## config.mk

```make
export PLATFORM = sky130hd
export DESIGN_NAME = atc_top
export DESIGN_NICKNAME = d
export VERILOG_FILES = /design/src/design/atc_pkg.sv /design/src/design/atc_top.sv /design/src/design/atc_unit.sv
export VERILOG_INCLUDE_DIRS = /design/src /design/src/design
export SDC_FILE = /design/constraint.sdc
export NUM_CORES = 1
export LEC_CHECK = 0
export BUFFER_PORTS_ARGS = -buffer_cell sky130_fd_sc_hd__buf_4
export CORE_MARGIN = 5
export CORE_UTILIZATION = 25
export DETAILED_ROUTE_END_ITERATION = 10
export GPL_ROUTABILITY_DRIVEN = 1
export HOLD_SLACK_MARGIN = 0.02
export PLACE_DENSITY = 0.48
export SLEW_MARGIN = 0
export SYNTH_ARGS = -nofsm -noshare
export SYNTH_HDL_FRONTEND = slang
export SYNTH_SLANG_ARGS = --single-unit
```

## constraint.sdc

```tcl
create_clock -name ref_clk -period 9.1 [get_ports ref_clk]
set_input_delay 1.365 -clock ref_clk [delete_from_list [all_inputs] [get_ports ref_clk]]
set_output_delay 1.365 -clock ref_clk [all_outputs]
set_load 0.02 [all_outputs]
```

## src/design/atc_map.svh

```systemverilog
// Register indexes, field positions and reset values of the threshold comparators.
// Assumes byte address = 4 x index on a 32-bit APB bus.
`ifndef ATC_MAP_SVH
`define ATC_MAP_SVH

`define ATC_IDX_CTRL      16'h4030
`define ATC_IDX_CFG1      16'h4031
`define ATC_IDX_CFG2      16'h4032
`define ATC_IDX_CFG3      16'h4033
`define ATC_IDX_CFG4      16'h4034
`define ATC_IDX_IRQ_STS   16'h4035
`define ATC_IDX_IRQ_MASK  16'h4036
`define ATC_IDX_SAMPLE1   16'h4037
`define ATC_IDX_SAMPLE4   16'h403A

`define ATC_CTRL_ON_LSB   0
`define ATC_CTRL_HIT_LSB  8
`define ATC_CFG_SEL_MSB   15
`define ATC_CFG_SEL_LSB   13
`define ATC_CFG_DIR_BIT   12
`define ATC_CFG_LIM_MSB   11

`define ATC_RST_REG16     16'h0000
`define ATC_RST_NIB       4'h0
`define ATC_RST_WORD      32'h0000_0000

`endif

```

## src/design/atc_pkg.sv

```systemverilog
// Types and shared helper functions of the threshold comparators.
// Assumes the ADC result path tags each result with an atc_src_e code.
`default_nettype none

package atc_pkg;

  typedef enum logic [3:0] {
    ATC_SRC_USB,
    ATC_SRC_WALL,
    ATC_SRC_BATT,
    ATC_SRC_BACKUP,
    ATC_SRC_AIN1,
    ATC_SRC_AIN2,
    ATC_SRC_AIN3,
    ATC_SRC_AIN4,
    ATC_SRC_CHIP_TEMP,
    ATC_SRC_BATT_TEMP,
    ATC_SRC_SYS
  } atc_src_e;

  typedef enum logic [1:0] {
    ATC_BUS_IDLE,
    ATC_BUS_RESP
  } atc_bus_e;

  typedef logic [11:0] atc_level_t;

  // Source selector code of a unit to the ADC source it watches
  function automatic atc_src_e atc_sel_to_src(input logic [1:0] unit, input logic [2:0] sel);
    atc_src_e src;
    src = ATC_SRC_SYS;
    case (sel)
      3'h0: begin
        case (unit)
          2'h0:    src = ATC_SRC_USB;
          2'h1:    src = ATC_SRC_WALL;
          2'h2:    src = ATC_SRC_BATT;
          default: src = ATC_SRC_BACKUP;
        endcase
      end
      3'h1:    src = ATC_SRC_AIN1;
      3'h2:    src = ATC_SRC_AIN2;
      3'h3:    src = ATC_SRC_AIN3;
      3'h4:    src = ATC_SRC_AIN4;
      3'h5:    src = ATC_SRC_CHIP_TEMP;
      3'h6:    src = ATC_SRC_BATT_TEMP;
      default: src = ATC_SRC_SYS;
    endcase
    return src;
  endfunction

  // Threshold condition: above when dir set, below otherwise
  function automatic logic atc_crossed(input logic above, input atc_level_t data,
                                       input atc_level_t limit);
    return above ? (data > limit) : (data < limit);
  endfunction

endpackage

`default_nettype wire

```

## src/design/atc_top.sv

```systemverilog
// Four ADC threshold comparators with APB register access and interrupt.
// Assumes APB3 master on ref_clk and ADC results as one-cycle strobes.
//
// Function
// - read-only hit flags, control bits 11:8
// - direction bit picks above or below trigger
// - read-write enables, control bits 3:0
// - selector bits 15:13; unit1 code 0 USB
// - codes 1-7: inputs 1-4, temps, system supply
// - unit2 code 0 selects wall supply
// - unit3 code 0 selects main battery
// - bit 12: 0 below, 1 above
// - bits 11:0 unsigned 12-bit threshold
// - all fields reset to zero
// - unit4 code 0 selects backup battery
// - unit4 has its own configuration register
`timescale 1ns/1ps
`default_nettype none

`include "atc_map.svh"

module atc_top #(
  parameter int UNITS = 4
) (
  input  wire logic             ref_clk,
  input  wire logic             sys_rst,
  input  wire logic             psel,
  input  wire logic             penable,
  input  wire logic             pwrite,
  input  wire logic [17:0]      paddr,
  input  wire logic [31:0]      pwdata,
  output logic [31:0]           prdata,
  output logic                  pready,
  output logic                  pslverr,
  input  wire logic             adc_valid,
  input  wire atc_pkg::atc_src_e adc_src,
  input  wire atc_pkg::atc_level_t adc_data,
  output logic                  irq
);
  import atc_pkg::*;

  ////////////////////////////////////////////////////////////////////////////
  // Storage
  logic [15:0]      cfg [UNITS];
  logic [UNITS-1:0] on_bits;
  logic [UNITS-1:0] hit_flag;
  logic [UNITS-1:0] hit_event;
  logic [UNITS-1:0] irq_sts;
  logic [UNITS-1:0] irq_mask;
  atc_level_t       last_sample [UNITS];
  atc_bus_e         bus_state;

  ////////////////////////////////////////////////////////////////////////////
  // Address decode
  logic [15:0] reg_idx;
  logic        aligned;
  logic        mapped;
  logic        done;
  logic        wr_done;

  assign reg_idx = paddr[17:2];
  assign aligned = (paddr[1:0] == 2'h0);
  assign mapped  = aligned && (reg_idx >= `ATC_IDX_CTRL) && (reg_idx <= `ATC_IDX_SAMPLE4);
  assign done    = psel && penable && pready;
  assign wr_done = done && pwrite && mapped;

  function automatic logic is_cfg(input logic [15:0] idx, input int u);
    return idx == (`ATC_IDX_CFG1 + 16'(u));
  endfunction

  function automatic logic [31:0] read_word(input logic [15:0] idx);
    logic [31:0] w;
    w = `ATC_RST_WORD;
    case (idx)
      `ATC_IDX_CTRL: begin
        w[`ATC_CTRL_HIT_LSB +: 4] = hit_flag;
        w[`ATC_CTRL_ON_LSB +: 4]  = on_bits;
      end
      `ATC_IDX_CFG1:     w[15:0] = cfg[0];
      `ATC_IDX_CFG2:     w[15:0] = cfg[1];
      `ATC_IDX_CFG3:     w[15:0] = cfg[2];
      `ATC_IDX_CFG4:     w[15:0] = cfg[3];
      `ATC_IDX_IRQ_STS:  w[3:0]  = irq_sts;
      `ATC_IDX_IRQ_MASK: w[3:0]  = irq_mask;
      default: begin
        if (idx >= `ATC_IDX_SAMPLE1 && idx <= `ATC_IDX_SAMPLE4) begin
          w[11:0] = last_sample[2'(idx - `ATC_IDX_SAMPLE1)];
        end
      end
    endcase
    return w;
  endfunction

  ////////////////////////////////////////////////////////////////////////////
  // APB slave: one wait state, answer registered
  always_ff @(posedge ref_clk) begin
    if (sys_rst) begin
      bus_state <= ATC_BUS_IDLE;
      pready    <= 1'b0;
    end else begin
      case (bus_state)
        ATC_BUS_IDLE: begin
          if (psel && penable) begin
            bus_state <= ATC_BUS_RESP;
            pready    <= 1'b1;
          end
        end
        ATC_BUS_RESP: begin
          bus_state <= ATC_BUS_IDLE;
          pready    <= 1'b0;
        end
        default: begin
          bus_state <= ATC_BUS_IDLE;
          pready    <= 1'b0;
        end
      endcase
    end
  end

  always_ff @(posedge ref_clk) begin
    if (sys_rst) begin
      prdata  <= `ATC_RST_WORD;
      pslverr <= 1'b0;
    end else if (bus_state == ATC_BUS_IDLE && psel && penable) begin
      prdata  <= (!pwrite && mapped) ? read_word(reg_idx) : `ATC_RST_WORD;
      pslverr <= !mapped;
    end else if (bus_state == ATC_BUS_RESP) begin
      prdata  <= `ATC_RST_WORD;
      pslverr <= 1'b0;
    end
  end

  ////////////////////////////////////////////////////////////////////////////
  // Software-written registers
  always_ff @(posedge ref_clk) begin
    if (sys_rst) begin
      on_bits <= `ATC_RST_NIB;
    end else if (wr_done && reg_idx == `ATC_IDX_CTRL) begin
      on_bits <= pwdata[`ATC_CTRL_ON_LSB +: 4];
    end
  end

  always_ff @(posedge ref_clk) begin
    if (sys_rst) begin
      for (int u = 0; u < UNITS; u++) begin
        cfg[u] <= `ATC_RST_REG16;
      end
    end else if (wr_done) begin
      for (int u = 0; u < UNITS; u++) begin
        if (is_cfg(reg_idx, u)) begin
          cfg[u] <= pwdata[15:0];
        end
      end
    end
  end

  always_ff @(posedge ref_clk) begin
    if (sys_rst) begin
      irq_mask <= `ATC_RST_NIB;
    end else if (wr_done && reg_idx == `ATC_IDX_IRQ_MASK) begin
      irq_mask <= pwdata[3:0];
    end
  end

  ////////////////////////////////////////////////////////////////////////////
  // Sticky interrupt status, write one to clear, set wins
  logic [UNITS-1:0] sts_clr;

  assign sts_clr = (wr_done && reg_idx == `ATC_IDX_IRQ_STS) ? pwdata[3:0] : `ATC_RST_NIB;

  always_ff @(posedge ref_clk) begin
    if (sys_rst) begin
      irq_sts <= `ATC_RST_NIB;
    end else begin
      irq_sts <= (irq_sts & ~sts_clr) | hit_event;
    end
  end

  always_ff @(posedge ref_clk) begin
    if (sys_rst) begin
      irq <= 1'b0;
    end else begin
      irq <= |(irq_sts & irq_mask);
    end
  end

  ////////////////////////////////////////////////////////////////////////////
  // Comparator units
  for (genvar g = 0; g < UNITS; g++) begin : g_unit
    atc_unit #(
      .UNIT (2'(g))
    ) u_unit (
      .ref_clk     (ref_clk),
      .sys_rst     (sys_rst),
      .on          (on_bits[g]),
      .input_sel   (cfg[g][`ATC_CFG_SEL_MSB:`ATC_CFG_SEL_LSB]),
      .above_dir   (cfg[g][`ATC_CFG_DIR_BIT]),
      .limit       (cfg[g][`ATC_CFG_LIM_MSB:0]),
      .adc_valid   (adc_valid),
      .adc_src     (adc_src),
      .adc_data    (adc_data),
      .hit_flag    (hit_flag[g]),
      .hit_event   (hit_event[g]),
      .last_sample (last_sample[g])
    );
  end

endmodule // atc_top

`default_nettype wire

```

## src/design/atc_unit.sv

```systemverilog
// One threshold comparator: evaluates each matching ADC result.
// Assumes adc_valid is a one-cycle strobe with adc_src and adc_data valid.
`timescale 1ns/1ps
`default_nettype none

module atc_unit #(
  parameter logic [1:0] UNIT = 2'h0
) (
  input  wire logic             ref_clk,
  input  wire logic             sys_rst,
  input  wire logic             on,
  input  wire logic [2:0]       input_sel,
  input  wire logic             above_dir,
  input  wire atc_pkg::atc_level_t limit,
  input  wire logic             adc_valid,
  input  wire atc_pkg::atc_src_e adc_src,
  input  wire atc_pkg::atc_level_t adc_data,
  output logic                  hit_flag,
  output logic                  hit_event,
  output atc_pkg::atc_level_t   last_sample
);
  import atc_pkg::*;

  logic take;

  assign take = on && adc_valid && (adc_src == atc_sel_to_src(UNIT, input_sel));

  ////////////////////////////////////////////////////////////////////////////
  // Status flag follows the latest evaluation, cleared while disabled
  always_ff @(posedge ref_clk) begin
    if (sys_rst) begin
      hit_flag <= 1'b0;
    end else if (!on) begin
      hit_flag <= 1'b0;
    end else if (take) begin
      hit_flag <= atc_crossed(above_dir, adc_data, limit);
    end
  end

  always_ff @(posedge ref_clk) begin
    if (sys_rst) begin
      hit_event <= 1'b0;
    end else begin
      hit_event <= take && atc_crossed(above_dir, adc_data, limit);
    end
  end

  always_ff @(posedge ref_clk) begin
    if (sys_rst) begin
      last_sample <= 12'h000;
    end else if (take) begin
      last_sample <= adc_data;
    end
  end

endmodule // atc_unit

`default_nettype wire
```

**Yosys cells after proc, flatten, opt, wreduce, memory -nomap -nowiden**

Memories as Yosys holds them, arrays and structs flattened.
Index checks and enable logic that the tools add are counted.
W data, S select, Z words.

- Register bits after elaboration: 103
- ROM bits: 0
- Output and inout port bits: 35
- Latch bits: 0
- RAM bits: 64
- Memories: 1
- Input bits: 72

Memories:

| memory | words | bits a word | read ports | clocked after memory_dff | write ports | line | RTL |
|---|---|---|---|---|---|---|---|
| cfg | 4 | 16 | 4 | 0 | 4 | atc_top.sv:44 | `logic [15:0] cfg [UNITS];` |

- Divide/modulo/power cells: 0
- Shift operators: 0
- Add/sub/neg operators: 1
- Bitwise logic cells: 14
- Reductions and logical operators: 42
- $lt $le $gt $ge: 12
- Equality and inequality tests: 35
- Muxes and demuxes: 44
- Multipliers: 0

Operators with widths:

| operator | count |
|---|---|
| $pmux W4 S7 | 5 |
| $eq A16 B15 Y1 const B | 7 |
| $mux W16 | 5 |
| $mux W32 | 2 |
| $gt A12 B12 Y1 | 4 |
| $lt A12 B12 Y1 | 4 |
| $eq A3 B3 Y1 const B | 12 |
| $mux W12 | 3 |
| $ge A16 B15 Y1 const B | 2 |
| $logic_and A1 B1 Y1 | 25 |
| $bmux W12 S2 | 1 |
| $eq A3 B2 Y1 const B | 8 |
| $mux W1 | 24 |
| $pmux W4 S6 | 1 |
| $pmux W4 S5 | 1 |
| $eq A4 B4 Y1 | 4 |
| $le A16 B15 Y1 const B | 1 |
| $pmux W4 S4 | 1 |
| $eq A3 B1 Y1 const B | 4 |
| $logic_not A3 Y1 | 4 |
| $reduce_or A2 Y1 | 6 |
| $and A4 B4 Y4 | 2 |
| $not A1 Y1 | 5 |
| $logic_not A2 Y1 | 2 |
| 11 further kinds | 15 |

**Depth between registers and ports, before layout**

- Depth after elaboration: 9
- Mapped depth: 10
- Mapped depth without buffers: 8

**Modules after synthesis**

From an unflattened synthesis, not the netlist that was laid out.

- Cell total of the unflattened synthesis: 838
- Area total of the unflattened synthesis: 8735.9 um^2

By module, submodules not included:

| module | sequential area each (um^2) | area each (um^2) | instances | cells an instance |
|---|---|---|---|---|
| atc_top | 2542.4 | 4903.5 | 1 | 416 |
| atc_unit (g_unit[0].u_unit) | 280.3 | 1077.3 | 1 | 123 |
| atc_unit (g_unit[1].u_unit) | 280.3 | 938.4 | 1 | 101 |
| atc_unit (g_unit[2].u_unit) | 280.3 | 925.9 | 1 | 102 |
| atc_unit (g_unit[3].u_unit) | 280.3 | 890.9 | 1 | 96 |

**Least setup slack after synthesis**

Ideal clock, no wire load.

- Path type: input -> register
- Start point: input port paddr[2]
- End point: memory cfg[3][0] (enable)
- Path buffers: 2
- Setup slack: 4.883 ns
- Data required time: 8.689 ns
- Setup time: 0.411 ns
- Arrival: 3.805 ns
- Stages on the path: 8
- Path through: buf_6 clkbuf_1 inv_1 ha_1 nand2_1 nor2_4 nand3_2 o21ai_0

RTL lines:

| what | line | RTL |
|---|---|---|
| start, declared | atc_top.sv:30 | `input wire logic [17:0] paddr,` |
| end, declared | atc_top.sv:44 |  |

==> metrics.txt <==
run status complete, no violations; Synth Instances between 800 and 900; critical path class primary input to register; post-synth design cell area 8330 sq um; Worst Path Required 9.16 ns; drt total wl 25.0 mm; Vias between 6000 and 7000; Yosys cell types 71; top cell type's share of synthesized area 0.231; Leak Pwr 3.97 nW; Max-Cap Viols 0; Root Driver clkbuf_16; Util after Layout 0.301; vias in the first global route 6311; Top Metal Used met4; layout cells sized above 1 0.167; ANT nets after route 0; internal power 0.00120 W; post-synthesis sequential area ratio 0.440; CP startpoint paddr[15]; hold_buf cts 0; I/O Pins roughly 110; critical path fanouts, max 16; routed len/inst between 15 and 20 um; startpoint types primary input; clk_skew just under 0.01 ns; wire length on met1 11.5 mm; WP data arrival a little under 4 ns; core area 32700 sq um; GPL Wtd Cong 0.792; Resize count post-CTS 0; Post-synth EDFFs 64; Power Dens Cells about 160 nW/um^2; CTS tree done; Detailed Route Iter0 Violations 396; All-Layer GR Usage 0.135; async set-reset flop share out of synthesis 0; DIE AREA 37100 sq um; Final Max Tran Viols 0; Tightest Pin Transition 1.07 ns; clk_lat worst skew 0.43 ns; largest area contributor in the netlist edfxtp_1; Flop pwr share 0.454; worst min-delay path startpoint prdata[5]$_SDFFE_PP0P_; r2r startpoint cfg[2][13]$_SDFFCE_PN0P_; Die Y between 150 and 200 um; CTS clk-pin slew, worst paths around 0.060 ns; # port buffers 74; Avg Synthesized Cell Area 9.95 sq um; Detail Placement HPWL 18.4 mm; fmax approximately 0.26 GHz; DRC violations left 0; area grow syn2layout 18.0%; CTS Buf Count 17; fin nets 1030; Yosys reg bits between 150 and 200; Tmin final 3.84 ns; final setup fails 0; Initial Util 0.255; Core Rows 66; first-pass GRT wire length approximately 38 mm; largest net degree at the start of global routing 72; GRT overflow 0; H-tree lvl count 4; CTS Buffer Depth 2; Switching Power 0.000389 W; synth warn 0; initial antenna violation count 0; part of the power in combinational logic 0.091; DR pass1 iterations 5; HP Class register to register; top_reg_cell synth dfxtp_1; worst reg2reg setup slack around 6.5 ns; setup_tns 0 ns; Clock power frac 0.455; RSZ-0062 raised after global routing no; Worst Setup End Kind register; met3 wire len 1.16 mm; Switching Share 0.244; met2 WL 11.7 mm; Die Wd 192 um; relative max-transition margin 0.286; setup bufs post-CTS 0; maximum VDD drop 91.2 uV; clk sink count 151; post-route clock period utilization 0.422; Synth area leaders edfxtp_1 23%, dfxtp_1 21%, ha_1 9.0%; Final Hold Violating Endpoints 0; diode count 0; Via density roughly 4.7
-- registers in the layout, summed over array words and instances, names as in the netlist --
signal and count:
cfg 64, g_unit.u_unit.hit_event 4, prdata 16, g_unit.u_unit.hit_flag 4
bus_state 1, pslverr 1, irq_mask 4, irq_sts 4
g_unit.u_unit.last_sample 48, irq 1, on_bits 4
-- cell usage in the layout (no fill, tap or decap), types with 9 or more instances in the layout --
cell and n:
inv_1 57, edfxtp_1 64, clkbuf_16 21, a222oi_1 16
nand4_1 19, buf_4 84, nand3_1 9, mux4_2 12
conb_1 16, a21oi_1 48, o21ai_0 14, nand2_1 76
a22oi_1 18, nor2_1 127, ha_1 60, mux2i_1 47
dfxtp_1 87
-- per-stage QoR --
step                      area [sq um]  std cells  total power, W  setup WS (ns)  hold WS, ns
after global placement            9220       1321        0.000880           4.83        0.418
after global routing              9830       1353         0.00165           5.11        0.454
final                             9830       1353         0.00159           5.26        0.435
after floorplan                   8380        852        0.000826           4.88        0.413
after CTS                         9830       1353         0.00160           5.28        0.440
after detailed placement          9220       1321        0.000882           4.83        0.429
-- Yosys cell counts, drive strengths merged, types with 2 or more instances --
library cell / instances
a2111oi: 2
a211o: 2
a211oi: 4
a21o: 7
a21oi: 48
a221o: 3
a222oi: 16
a22o: 3
a22oi: 18
and3: 7
and4: 2
buf: 35
clkbuf: 22
dfxtp: 87
edfxtp: 64
ha: 60
inv: 57
mux2: 8
mux2i: 47
mux4: 12
nand2: 79
nand2b: 7
nand3: 10
nand3b: 2
nand4: 19
nor2: 128
nor2b: 7
nor3: 5
nor3b: 3
nor4: 3
nor4bb: 2
o211ai: 8
o21ai: 15
o21bai: 2
o22a: 2
o22ai: 3
o2bb2ai: 4
o31ai: 4
o32a: 2
or3b: 2
xnor2: 6
xor2: 4
-- layer usage --
| metal | GRT usage | vias to the layer above |
|---|---|---|
| met4 | 0.0433 | 0 |
| li1 | - | 3109 |
| met5 | 0 | - |
| met2 | 0.217 | 146 |
| met3 | 0.0262 | 33 |
| met1 | 0.184 | 3075 |
-- final cells by class --
type	instances	area (sq um)
inverters	57	214
well taps	442	553
clock buffers	25	562
fillers	3437	22900
repair buffers	84	631
flip-flops and latches	151	3660
clock inverters	7	50.0
multi-input cells	587	4150
-- worst max-delay path: stages --
cell     delay (ns)
buf_4          0.11
nor4_2         0.47
nand3_1        0.26
and2b_4        0.35
nand2_1        0.09
nor3b_1        0.51
a21o_1         0.74
-- worst paths after layout --
check,endpoint,cells past startpoint
max,cfg[2][0]$_SDFFCE_PN0P_,7
min,prdata[5]$_SDFFE_PP0P_,2
max reg2reg,g_unit[2].u_unit.hit_event$_SDFF_PP0_,7
min reg2reg,prdata[5]$_SDFFE_PP0P_,2
-- cells by family after synthesis --
group,share of synthesized area
buffers and inverters,0.0678
and+or+nand+nor,0.161
muxes,0.0998
DFF,0.440
other,0.000450
AOI/OAI and AO/OA,0.131
xor gates and xnor gates,0.0105
adders and majority gates,0.0902
-- power by group through the flow --
stage          clock (W)  sequential, W  combinational [W]
2_1_floorplan          0       0.000734          0.0000922
3_3_place_gp           0       0.000737           0.000144
3_5_place_dp           0       0.000737           0.000145
4_1_cts         0.000737       0.000722           0.000146
5_1_grt         0.000763       0.000723           0.000160
6_report        0.000724       0.000722           0.000144
Note: power is estimated with default switching activity, not from simulation.
